===== config.mk =====
export PLATFORM = sky130hd
export DESIGN_NAME = qps_seq
export DESIGN_NICKNAME = d
export VERILOG_FILES = /design/src/hw/qps_pkg.sv /design/src/hw/qps_fifo.sv /design/src/hw/qps_seq.sv
export SDC_FILE = /design/constraint.sdc
export NUM_CORES = 2
export LEC_CHECK = 0
export BUFFER_PORTS_ARGS = -buffer_cell sky130_fd_sc_hd__buf_2
export CORE_ASPECT_RATIO = 0.7
export CORE_MARGIN = 5
export CORE_UTILIZATION = 31
export CTS_BUF_LIST = sky130_fd_sc_hd__clkbuf_4
export DETAILED_ROUTE_END_ITERATION = 6
export HOLD_SLACK_MARGIN = 0.08
export SYNTH_ARGS = -nofsm -noshare
export SYNTH_HDL_FRONTEND = slang
export SYNTH_HIERARCHICAL = 1
export SYNTH_SLANG_ARGS = --single-unit

===== constraint.sdc =====
create_clock -name clock -period 19.11 [get_ports clock]
set_input_delay 1.911 -clock clock [delete_from_list [all_inputs] [get_ports clock]]
set_output_delay 1.911 -clock clock [all_outputs]
set_load 0.01 [all_outputs]

===== src/hw/qps_pkg.sv =====
// Constants, opcodes and carrier types for the quad page program and suspend block.
// Assumes the sequencer runs on a fast core clock that oversamples the serial clock.
package qps_pkg;

  localparam logic [7:0] OP_QUAD_PROG = 8'h32;
  localparam logic [7:0] OP_HALT_PENDING_FLAG_A = 8'h75;
  localparam logic [7:0] OP_HALT_PENDING_FLAG_B = 8'hB0;
  localparam logic [7:0] OP_WR_EN = 8'h06;
  localparam logic [7:0] OP_RD_03 = 8'h03;
  localparam logic [7:0] OP_RD_0B = 8'h0B;
  localparam logic [7:0] OP_RD_3B = 8'h3B;
  localparam logic [7:0] OP_RD_6B = 8'h6B;
  localparam logic [7:0] OP_RD_EB = 8'hEB;
  localparam logic [7:0] OP_RD_E7 = 8'hE7;
  localparam logic [7:0] OP_BE_20 = 8'h20;
  localparam logic [7:0] OP_BE_52 = 8'h52;
  localparam logic [7:0] OP_BE_D8 = 8'hD8;
  localparam logic [7:0] OP_CE_60 = 8'h60;
  localparam logic [7:0] OP_CE_C7 = 8'hC7;
  localparam logic [7:0] OP_PP_02 = 8'h02;
  localparam logic [7:0] OP_PP_A2 = 8'hA2;
  localparam logic [7:0] OP_SEQ_AD = 8'hAD;
  localparam logic [7:0] OP_SEQ_AF = 8'hAF;

  localparam logic [4:0] OPC_LAST_BIT = 5'h07;
  localparam logic [4:0] ADDR_LAST_BIT = 5'h17;
  localparam logic [7:0] PAGE_LAST = 8'hFF;
  localparam int PAGE_BYTES = 256;
  localparam int FIFO_DEPTH = 16;
  localparam int ARR_WIDTH = 32;

  // Pin order inside the synchronised bundle.
  localparam int PIN_SI = 0;
  localparam int PIN_SO = 1;
  localparam int PIN_WP = 2;
  localparam int PIN_HOLD = 3;
  localparam int PIN_SCLK = 4;
  localparam int PIN_CS = 5;
  localparam logic [5:0] PIN_RESET = 6'h3F;

  typedef enum logic [2:0] {
    ST_IDLE = 3'b000,
    ST_OPC = 3'b001,
    ST_ADDR = 3'b010,
    ST_DATA = 3'b011,
    ST_HALT_PENDING_FLAG = 3'b100,
    ST_WREN = 3'b101,
    ST_SKIP = 3'b110
  } qps_state_t;

  typedef struct packed {
    logic [23:0] addr;
    logic [7:0] data;
  } qps_arr_word_t;

  typedef struct packed {
    logic busy_flag;
    logic write_latch_armed;
    logic halt_pending_flag;
    logic program_suspended_flag;
    logic erase_suspended_flag;
    logic program_fail_flag;
    logic erase_fail_flag;
  } qps_status_t;

  localparam qps_status_t STATUS_RESET = 7'h00;

endpackage : qps_pkg


===== src/hw/qps_fifo.sv =====
// Flop-based FIFO with valid/ready on both sides.
// Assumes a single clock and synchronous active-high reset.
`timescale 1ns/1ps
module qps_fifo #(
  parameter int WIDTH = 32,
  parameter int DEPTH = 16
) (
  input wire logic clock,
  input wire logic rst,
  input wire logic in_valid,
  output logic in_ready,
  input wire logic [WIDTH-1:0] in_data,
  output logic out_valid,
  input wire logic out_ready,
  output logic [WIDTH-1:0] out_data
);
  localparam int AW = $clog2(DEPTH);

  logic [WIDTH-1:0] mem_q [DEPTH];
  logic [AW-1:0] wr_ptr_q;
  logic [AW-1:0] rd_ptr_q;
  logic [AW:0] count_q;
  wire push = in_valid && in_ready;
  wire pop = out_valid && out_ready;

  assign in_ready = (count_q != (AW+1)'(DEPTH));
  assign out_valid = (count_q != '0);
  assign out_data = mem_q[rd_ptr_q];

  always_ff @(posedge clock) begin
    if (push) begin
      mem_q[wr_ptr_q] <= in_data;
    end
  end

  always_ff @(posedge clock) begin
    if (rst) begin
      wr_ptr_q <= '0;
      rd_ptr_q <= '0;
      count_q <= '0;
    end else begin
      if (push) begin
        wr_ptr_q <= wr_ptr_q + 1'b1;
      end
      if (pop) begin
        rd_ptr_q <= rd_ptr_q + 1'b1;
      end
      count_q <= count_q + (AW+1)'(push) - (AW+1)'(pop);
    end
  end

endmodule : qps_fifo


===== src/hw/qps_seq.sv =====
// Serial command sequencer: quad page program and program/erase suspend.
// Assumes all pins are asynchronous to clock and the serial clock is at least four times slower.
`timescale 1ns/1ps
module qps_seq (
  input wire logic clock,
  input wire logic rst,
  input wire logic cs_n,
  input wire logic sclk,
  input wire logic [3:0] io_in,
  output logic [3:0] io_out,
  output logic [3:0] io_oe,
  input wire logic quad_mode_allow,
  input wire logic region_protected,
  input wire logic erase_running,
  input wire logic [7:0] erase_block,
  input wire logic resume_req,
  input wire logic arr_fail,
  input wire logic fail_clear,
  output logic [23:0] page_addr,
  output logic arr_valid,
  input wire logic arr_ready,
  output qps_pkg::qps_arr_word_t arr_word,
  output logic erase_halt,
  output logic cmd_pass,
  output logic [7:0] cmd_code,
  output qps_pkg::qps_status_t status
);

  // ----------------------------------------------------------------
  // Pin synchronisers and edge detection
  // ----------------------------------------------------------------
  logic [5:0] pin_s1_q;
  logic [5:0] pin_s2_q;
  logic [5:0] pin_s3_q;
  wire [5:0] pin_raw = {cs_n, sclk, io_in};

  always_ff @(posedge clock) begin
    if (rst) begin
      pin_s1_q <= qps_pkg::PIN_RESET;
      pin_s2_q <= qps_pkg::PIN_RESET;
      pin_s3_q <= qps_pkg::PIN_RESET;
    end else begin
      pin_s1_q <= pin_raw;
      pin_s2_q <= pin_s1_q;
      pin_s3_q <= pin_s2_q;
    end
  end

  wire sclk_rise = pin_s2_q[qps_pkg::PIN_SCLK] && !pin_s3_q[qps_pkg::PIN_SCLK];
  wire cs_fall = !pin_s2_q[qps_pkg::PIN_CS] && pin_s3_q[qps_pkg::PIN_CS];
  wire cs_rise = pin_s2_q[qps_pkg::PIN_CS] && !pin_s3_q[qps_pkg::PIN_CS];
  wire cs_low = !pin_s2_q[qps_pkg::PIN_CS];
  wire bit_si = pin_s2_q[qps_pkg::PIN_SI];
  wire [3:0] nibble = pin_s2_q[3:0];

  // ----------------------------------------------------------------
  // Command permission
  // ----------------------------------------------------------------
  qps_pkg::qps_status_t st_q;

  // Returns one when the opcode may run in the present busy/suspend state.
  function automatic logic op_allowed(input logic [7:0] op, input qps_pkg::qps_status_t s);
    logic is_read;
    logic is_erase;
    logic is_prog;
    logic is_halt_pending_flag;
    logic ok;
    is_read = (op == qps_pkg::OP_RD_03) || (op == qps_pkg::OP_RD_0B) || (op == qps_pkg::OP_RD_3B) ||
              (op == qps_pkg::OP_RD_6B) || (op == qps_pkg::OP_RD_EB) || (op == qps_pkg::OP_RD_E7);
    is_erase = (op == qps_pkg::OP_BE_20) || (op == qps_pkg::OP_BE_52) || (op == qps_pkg::OP_BE_D8) ||
               (op == qps_pkg::OP_CE_60) || (op == qps_pkg::OP_CE_C7);
    is_prog = (op == qps_pkg::OP_PP_02) || (op == qps_pkg::OP_PP_A2) || (op == qps_pkg::OP_QUAD_PROG) ||
              (op == qps_pkg::OP_SEQ_AD) || (op == qps_pkg::OP_SEQ_AF);
    is_halt_pending_flag = (op == qps_pkg::OP_HALT_PENDING_FLAG_A) || (op == qps_pkg::OP_HALT_PENDING_FLAG_B);
    ok = 1'b1;
    if (s.busy_flag) begin
      ok = is_halt_pending_flag;
      if (!is_halt_pending_flag && !is_read && !is_erase && !is_prog) begin
        ok = (op != qps_pkg::OP_WR_EN);
      end
    end else if (s.program_suspended_flag) begin
      ok = !(is_erase || is_prog || is_halt_pending_flag);
    end else if (s.erase_suspended_flag) begin
      ok = !(is_erase || is_halt_pending_flag);
    end else begin
      ok = !is_halt_pending_flag;
    end
    return ok;
  endfunction : op_allowed

  // ----------------------------------------------------------------
  // Serial front end
  // ----------------------------------------------------------------
  qps_pkg::qps_state_t state_q;
  qps_pkg::qps_state_t state_d;
  logic [4:0] bit_cnt_q;
  logic [6:0] op_sh_q;
  logic [23:0] addr_q;
  logic [7:0] off_q;
  logic [3:0] hi_nib_q;
  logic second_nib_q;
  logic got_byte_q;

  wire [7:0] opcode = {op_sh_q, bit_si};
  wire opc_done = (state_q == qps_pkg::ST_OPC) && sclk_rise && (bit_cnt_q == qps_pkg::OPC_LAST_BIT);
  wire op_ok = op_allowed(opcode, st_q);
  wire is_qprog = (opcode == qps_pkg::OP_QUAD_PROG);
  wire is_halt_pending_flag_op = (opcode == qps_pkg::OP_HALT_PENDING_FLAG_A) || (opcode == qps_pkg::OP_HALT_PENDING_FLAG_B);
  wire prog_ready = st_q.write_latch_armed && quad_mode_allow;
  wire addr_done = (state_q == qps_pkg::ST_ADDR) && sclk_rise && (bit_cnt_q == qps_pkg::ADDR_LAST_BIT);
  wire byte_done = (state_q == qps_pkg::ST_DATA) && sclk_rise && second_nib_q;
  wire [7:0] rx_byte = {hi_nib_q, nibble};
  wire whole_bytes = !second_nib_q && got_byte_q;
  wire blk_hit = st_q.erase_suspended_flag && (addr_q[23:16] == erase_block);
  wire start_prog = cs_rise && (state_q == qps_pkg::ST_DATA) && whole_bytes && !region_protected && !blk_hit;
  wire abort_xfer = cs_rise && ((state_q == qps_pkg::ST_ADDR) ||
                    ((state_q == qps_pkg::ST_DATA) && !whole_bytes));
  wire prot_skip = cs_rise && (state_q == qps_pkg::ST_DATA) && whole_bytes && region_protected;
  wire do_halt_pending_flag = cs_rise && (state_q == qps_pkg::ST_HALT_PENDING_FLAG);
  wire do_wren = cs_rise && (state_q == qps_pkg::ST_WREN);

  always_comb begin
    state_d = state_q;
    if (cs_rise || !cs_low) begin
      state_d = qps_pkg::ST_IDLE;
    end else if (cs_fall) begin
      state_d = qps_pkg::ST_OPC;
    end else if (opc_done) begin
      state_d = qps_pkg::ST_SKIP;
      if (!op_ok) begin
        state_d = qps_pkg::ST_SKIP;
      end else if (is_qprog && prog_ready) begin
        state_d = qps_pkg::ST_ADDR;
      end else if (is_halt_pending_flag_op) begin
        state_d = qps_pkg::ST_HALT_PENDING_FLAG;
      end else if (opcode == qps_pkg::OP_WR_EN) begin
        state_d = qps_pkg::ST_WREN;
      end
    end else if (addr_done) begin
      state_d = qps_pkg::ST_DATA;
    end else if ((state_q == qps_pkg::ST_HALT_PENDING_FLAG || state_q == qps_pkg::ST_WREN) && sclk_rise) begin
      state_d = qps_pkg::ST_SKIP;
    end
  end

  always_ff @(posedge clock) begin
    if (rst) begin
      state_q <= qps_pkg::ST_IDLE;
    end else begin
      state_q <= state_d;
    end
  end

  always_ff @(posedge clock) begin
    if (rst || cs_fall) begin
      bit_cnt_q <= '0;
      op_sh_q <= '0;
    end else if (sclk_rise && (state_q == qps_pkg::ST_OPC || state_q == qps_pkg::ST_ADDR)) begin
      bit_cnt_q <= opc_done ? 5'h00 : bit_cnt_q + 5'h01;
      op_sh_q <= {op_sh_q[5:0], bit_si};
    end
  end

  always_ff @(posedge clock) begin
    if (rst) begin
      addr_q <= '0;
    end else if (sclk_rise && state_q == qps_pkg::ST_ADDR) begin
      addr_q <= {addr_q[22:0], bit_si};
    end
  end

  always_ff @(posedge clock) begin
    if (rst || opc_done) begin
      second_nib_q <= 1'b0;
      got_byte_q <= 1'b0;
      hi_nib_q <= '0;
    end else if (sclk_rise && state_q == qps_pkg::ST_DATA) begin
      second_nib_q <= !second_nib_q;
      hi_nib_q <= second_nib_q ? hi_nib_q : nibble;
      got_byte_q <= got_byte_q || second_nib_q;
    end
  end

  // Only the low byte moves; the page bits of the start address never change.
  always_ff @(posedge clock) begin
    if (rst) begin
      off_q <= '0;
    end else if (addr_done) begin
      off_q <= {addr_q[6:0], bit_si};
    end else if (byte_done) begin
      off_q <= off_q + 8'h01;
    end
  end

  // ----------------------------------------------------------------
  // Page buffer
  // ----------------------------------------------------------------
  // Writing by page offset means a later lap overwrites an earlier one, so the
  // buffer holds only the final 256 bytes.
  logic run_q;
  wire busy_engine = run_q;
  logic [7:0] buf_q [qps_pkg::PAGE_BYTES];
  logic [qps_pkg::PAGE_BYTES-1:0] wmask_q;

  for (genvar i = 0; i < qps_pkg::PAGE_BYTES; i++) begin : g_page
    always_ff @(posedge clock) begin
      if (rst) begin
        buf_q[i] <= '0;
        wmask_q[i] <= 1'b0;
      end else if (opc_done && !busy_engine) begin
        wmask_q[i] <= 1'b0;
      end else if (byte_done && off_q == 8'(i)) begin
        buf_q[i] <= rx_byte;
        wmask_q[i] <= 1'b1;
      end
    end
  end

  // ----------------------------------------------------------------
  // Program engine
  // ----------------------------------------------------------------
  logic [8:0] walk_q;
  logic [23:0] page_q;
  logic fifo_in_ready;
  logic fifo_out_valid;
  qps_pkg::qps_arr_word_t fifo_out;
  wire walking = run_q && !walk_q[8] && !st_q.program_suspended_flag;
  wire want_push = walking && wmask_q[walk_q[7:0]];
  wire advance = walking && (!wmask_q[walk_q[7:0]] || fifo_in_ready);
  wire load_out = fifo_out_valid && (!arr_valid || arr_ready);
  wire prog_done = run_q && walk_q[8] && !fifo_out_valid && !arr_valid;
  qps_pkg::qps_arr_word_t push_word;

  assign push_word = '{addr: {page_q[23:8], walk_q[7:0]}, data: buf_q[walk_q[7:0]]};

  always_ff @(posedge clock) begin
    if (rst) begin
      run_q <= 1'b0;
      walk_q <= '0;
      page_q <= '0;
    end else if (start_prog) begin
      run_q <= 1'b1;
      walk_q <= '0;
      page_q <= {addr_q[23:8], 8'h00};
    end else if (prog_done) begin
      run_q <= 1'b0;
    end else if (advance) begin
      walk_q <= walk_q + 9'h001;
    end
  end

  qps_fifo #(
    .WIDTH(qps_pkg::ARR_WIDTH),
    .DEPTH(qps_pkg::FIFO_DEPTH)
  ) u_fifo (
    .clock(clock),
    .rst(rst),
    .in_valid(want_push),
    .in_ready(fifo_in_ready),
    .in_data(push_word),
    .out_valid(fifo_out_valid),
    .out_ready(load_out),
    .out_data(fifo_out)
  );

  always_ff @(posedge clock) begin
    if (rst) begin
      arr_valid <= 1'b0;
      arr_word <= '0;
    end else if (load_out) begin
      arr_valid <= 1'b1;
      arr_word <= fifo_out;
    end else if (arr_ready) begin
      arr_valid <= 1'b0;
    end
  end

  // ----------------------------------------------------------------
  // Status flags
  // ----------------------------------------------------------------
  wire halt_pending_flag_prog = do_halt_pending_flag && run_q;
  wire halt_pending_flag_erase = do_halt_pending_flag && !run_q && erase_running;

  always_ff @(posedge clock) begin
    if (rst) begin
      st_q <= qps_pkg::STATUS_RESET;
    end else begin
      // Busy covers our own programming and the external erase engine.
      st_q.busy_flag <= (run_q && !prog_done && !st_q.program_suspended_flag && !halt_pending_flag_prog) ||
                        start_prog ||
                        (erase_running && !st_q.erase_suspended_flag && !halt_pending_flag_erase);
      if (do_wren) begin
        st_q.write_latch_armed <= 1'b1;
      end else if (abort_xfer || prog_done || prot_skip) begin
        st_q.write_latch_armed <= 1'b0;
      end
      if (halt_pending_flag_prog) begin
        st_q.program_suspended_flag <= 1'b1;
      end else if (resume_req) begin
        st_q.program_suspended_flag <= 1'b0;
      end
      if (halt_pending_flag_erase) begin
        st_q.erase_suspended_flag <= 1'b1;
      end else if (resume_req && !st_q.program_suspended_flag) begin
        st_q.erase_suspended_flag <= 1'b0;
      end
      if (halt_pending_flag_prog || halt_pending_flag_erase) begin
        st_q.halt_pending_flag <= 1'b1;
      end else if (resume_req) begin
        st_q.halt_pending_flag <= st_q.program_suspended_flag && st_q.erase_suspended_flag;
      end
      // A failure in the same cycle as a clear is kept.
      if (arr_fail && run_q) begin
        st_q.program_fail_flag <= 1'b1;
        st_q.erase_fail_flag <= 1'b1;
      end else if (fail_clear) begin
        st_q.program_fail_flag <= 1'b0;
        st_q.erase_fail_flag <= 1'b0;
      end
    end
  end

  // ----------------------------------------------------------------
  // Output registers
  // ----------------------------------------------------------------
  always_ff @(posedge clock) begin
    if (rst) begin
      io_out <= '0;
      io_oe <= '0;
      cmd_pass <= 1'b0;
      cmd_code <= '0;
      erase_halt <= 1'b0;
      page_addr <= '0;
      status <= qps_pkg::STATUS_RESET;
    end else begin
      io_out <= '0;
      // The serial-out line is only ours while opcode and address come in.
      io_oe <= {2'b00, (state_d == qps_pkg::ST_OPC || state_d == qps_pkg::ST_ADDR), 1'b0};
      cmd_pass <= opc_done && op_ok && !is_qprog && !is_halt_pending_flag_op && (opcode != qps_pkg::OP_WR_EN);
      cmd_code <= opc_done ? opcode : cmd_code;
      erase_halt <= st_q.erase_suspended_flag;
      page_addr <= page_q;
      status <= st_q;
    end
  end

endmodule : qps_seq


==> summary.md <==
| Metric | Value |
|---|---|
| DR DRC count | `0` |
| Critical path data arrival time | `7.50 ns` |
| Maximum ir drop on the vdd rail | `0.0000993 V` |
| Static leakage | `53.7 nW` |
| Sequential-to-total area share from yosys stat | `65.0%` |
| Number of DRC markers in iteration 0 | `11.0k` |
| Clock transition at path regs | `0.07 ns` |
| Critical path's slowest cell | `dfxtp_4` |
| Final HPWL DP | `221 mm` |
| Maximum clock frequency | `154 MHz` |
| Type of destination of the critical path | `flip-flop` |
| Via density | `5.52` |
| Initial standard-cell utilization of the core | `31.1%` |
| Final number of hold-violating endpoints | `0` |
| Final TNS setup | `0 ns` |
| Min-Delay Path Depth | `1` |
| Number of hold buffers added after cts | `0` |
| MaxCap Viol Count | `0` |
| Clk buf depth | `4` |
| Gr usage total | `17.3%` |
| Die width | `790 um` |
| Final design instance area without fill | `146000 sq um` |
| Proportion of layout cells with a drive suffix above 1 | `25.4%` |
| Number of distinct standard cells referenced by the synthesized netlist | `72` |
| Post-synth EDFFs | `2560` |
| Internal power component | `10.3 mW` |
| Total CTS buffers | `694` |
| Part of the total power dissipated in the clock network | `39.0%` |
| Period minus WS final | `6.47 ns` |
| Count of nets after finishing | `8581` |
| Wire length of the first global-routing pass | `569 mm` |
| Area contributors post-synth | `edfxtp_1, mux4_2, and3_1` |
| Full die area | `439000 sq um` |
| Post-synth top area cell | `edfxtp_1` |
| Switching Share | `24.2%` |
| Core footprint | `424000 sq um` |
| Share of power burned in combinational logic | `6.4%` |
| Antenna violations before repair | `35` |
| Fraction of post-synthesis cell area in the top cell type by area | `58.3%` |
| Average wire per cell in the routed design | `26.7 um` |
| Slew of the pin with the lowest slew margin | `1.41 ns` |
| Classification of the worst-slack hold path | `reg2reg` |
| Boundary pin count | `105` |
| Number of vias after detailed routing | `81.3k` |
| Synth Area per Inst | `15.1 sq um` |
| Cell area after synthesis | `132000 sq um` |
| Number of iterations in the first detailed-routing pass | `6` |
| RSZ-0062 raised after global routing | `no` |
| Count of final max-slew check failures | `0` |
| Global route total overflow | `0` |
| Critical Path Fanout Max | `58` |
| Endpoint required time on the critical path | `20.13 ns` |
| CTS resizes | `0` |
| Most instantiated flip-flop cell in the synthesis netlist | `edfxtp_1` |
| Critical path, cell by cell | `buf_4, buf_4, buf_4, mux4_2, mux4_2, mux4_2, mux4_2` |
| RePlAce Congestion | `0.803` |
| Later-pin clock latency in the skew report | `1.37 ns` |
| Setup crit start kind | `flip-flop` |
| Cell area after placement | `137000 sq um` |
| Register-to-register setup slack | `12.64 ns` |
| Maximum number of pins on one net before global-route repair | `256` |
| Critical path's largest stage delay | `0.92 ns` |
| Logic depth of the worst register-to-register path | `7` |
| Hold EP | `pin_s2_q[1]$_SDFF_PP1_` |
| Worst Path Class, Setup | `reg2reg` |
| Area Growth Syn to Fin | `10.3%` |
| H-Tree Level Count | `6` |
| Largest clock skew in the final design | `0.169 ns` |
| Final worst-path cycle share | `33.9%` |
| Number of buffers added for setup after CTS | `0` |
| Net switching component of the power | `3.30 mW` |
| Fill cell count | `40.3k` |
| Total number of clock tree sinks | `3005` |
| Power Density | `93.4 nW/um^2` |
| Number of port buffers | `89` |
| Master cell of the clock root buffer | `clkbuf_4` |
| Via count of the first global-routing pass | `80.4k` |
| Final ANT Viol Nets | `0` |
| Launch instance of the worst min-delay path | `pin_s1_q[1]$_SDFF_PP1_` |
| Syn Inst Count | `8712` |
| Final-report setup violation count | `0` |
| Reg-to-reg critical path endpoint | `u_fifo/mem_q[13][0]$_DFFE_PP_` |
| Total Wirelength | `392 mm` |
| Die outline height | `556 um` |
| Warnings from Yosys | `6` |
| Async set or reset register ratio after synthesis | `0%` |
| Sequential power share | `54.7%` |
| Number of cell rows | `200` |
| CTS tree | `done` |
| Number of synthesized register bits | `3005` |
| Most repeated library cell on the critical path | `mux4_2` |
| Run status | `completed` |
| Relative slew slack | `6.32%` |
state kept, by name, indices dropped and copies added (netlist names), 2 cells and up, named ones only:
name	count
arr_word	32
pin_s3_q	2
page_q	16
status	6
page_addr	16
u_fifo/count_q	5
buf_q	2048
u_fifo/wr_ptr_q	4
wmask_q	256
op_sh_q	7
cmd_code	8
pin_s2_q	6
u_fifo/mem_q	512
state_q	3
pin_s1_q	6
bit_cnt_q	5
off_q	8
u_fifo/rd_ptr_q	4
st_q	6
hi_nib_q	4
addr_q	24
walk_q	9
layer usage:
metal | wire (um) | global-route usage [%] | vias up | share of wire, %
li1 | - | - | 33900 | -
met1 | 167000 | 25.5 | 42100 | 43
met2 | 169000 | 24.7 | 4690 | 43
met3 | 48100 | 5.34 | 598 | 12
met4 | 7590 | 4.15 | 10 | 1.9
met5 | 71 | 0 | - | 0.018
cell type report:
| cell class | count | area (sq um) | area share [%] |
|---|---|---|---|
| clock buffers | 1026 | 7700 | 5.29 |
| repair buffers | 242 | 1710 | 1.18 |
| well taps | 5656 | 7080 | 4.86 |
| multi-input cells | 4566 | 41900 | 28.8 |
| diodes | 17 | 42.5 | 0.0292 |
| clock inverters | 171 | 1110 | 0.762 |
| flip-flops and latches | 3005 | 85800 | 59.0 |
| inverters | 31 | 124 | 0.0851 |
critical path: cells and delay by family (launching register included):
family	cells	cell delay (ns)
buffers and inverters	3	2.53
DFF	1	0.92
muxes	4	2.41
logic make-up after synthesis:
kind of cell	share of synthesized area (%)
AO/OA/AOI/OAI	2.94
other	0.00284
flip-flops	65.0
AND/OR/NAND/NOR	13.1
buffers and inverters	3.50
multiplexers	15.1
adder cells (fa/ha/maj)	0.176
XOR/XNOR	0.146
how the worst max path moves through the flow:
stage | slack [ns] | start | endpoint | cells past startpoint
final | 12.64 | flip-flop | u_fifo/mem_q[13][0]$_DFFE_PP_ | 7
after global routing | 12.36 | flip-flop | u_fifo/mem_q[12][2]$_DFFE_PP_ | 7
after CTS | 12.67 | flip-flop | u_fifo/mem_q[6][2]$_DFFE_PP_ | 7
after detailed placement | 12.70 | flip-flop | u_fifo/mem_q[11][0]$_DFFE_PP_ | 7
after global placement | 12.46 | walk_q[0]$_SDFFE_PP0P_ | u_fifo/count_q[4]$_SDFF_PP0_ | 17
after floorplan | 12.84 | walk_q[0]$_SDFFE_PP0P_ | u_fifo/mem_q[3][0]$_DFFE_PP_ | 13
cells in the mapped netlist (all sizes together) (10+ instances only):
master and number:
nand2b 11, nand4 12, a21oi 93, buf 191, and2 33, nor3 28, edfxtp 2560, nand2 720
mux4 859, clkbuf 933, xnor2 12, ha 17, mux2i 58, or2 15, nor2b 35, o21ai 19
inv 30, and3 2056, a22oi 72, nor2 95, xor2 10, a22o 259, dfxtp 445, nand3 29
cell usage in the layout (no fill, tap or decap), types with 16 or more instances in the layout:
| cell | n |
|---|---|
| edfxtp_1 | 2560 |
| and3_1 | 2056 |
| clkbuf_4 | 1026 |
| mux4_2 | 858 |
| nand2_1 | 720 |
| dfxtp_1 | 426 |
| a22o_1 | 259 |
| buf_4 | 144 |
| clkinv_1 | 118 |
| a21oi_1 | 92 |
| buf_2 | 88 |
| a22oi_1 | 72 |
| nor2_1 | 69 |
| mux2i_1 | 58 |
| nor2b_1 | 32 |
| inv_1 | 30 |
| nand3_1 | 29 |
| o21ai_0 | 19 |
| diode_2 | 17 |
| nor3_1 | 17 |
| ha_1 | 17 |
| and2_4 | 16 |
| dfxtp_4 | 16 |
power groups by stage:
stage / Combinational, mW / Sequential (mW) / Clock (mW)
2_1_floorplan: 0.574 / 7.54 / 0
3_3_place_gp: 0.878 / 7.56 / 0
3_5_place_dp: 0.877 / 7.58 / 0
4_1_cts: 0.878 / 7.43 / 5.40
5_1_grt: 0.929 / 7.45 / 5.75
6_report: 0.867 / 7.43 / 5.29
stage by stage:
stage / utilization [%] / setup slack (ns) / hold slack [ns] / power [mW] / std cells
floorplan: - / 12.84 / 0.389 / 8.11 / 8726
global route: 34.3 / 12.36 / 0.428 / 14.1 / 14700
CTS: 34.3 / 12.67 / 0.407 / 13.7 / 14700
detailed placement: 32.2 / 12.70 / 0.393 / 8.45 / 13500
global placement: 32.2 / 12.46 / 0.396 / 8.44 / 13500
finish: 34.3 / 12.64 / 0.406 / 13.6 / 14700
(Power assumes the default switching activity.)
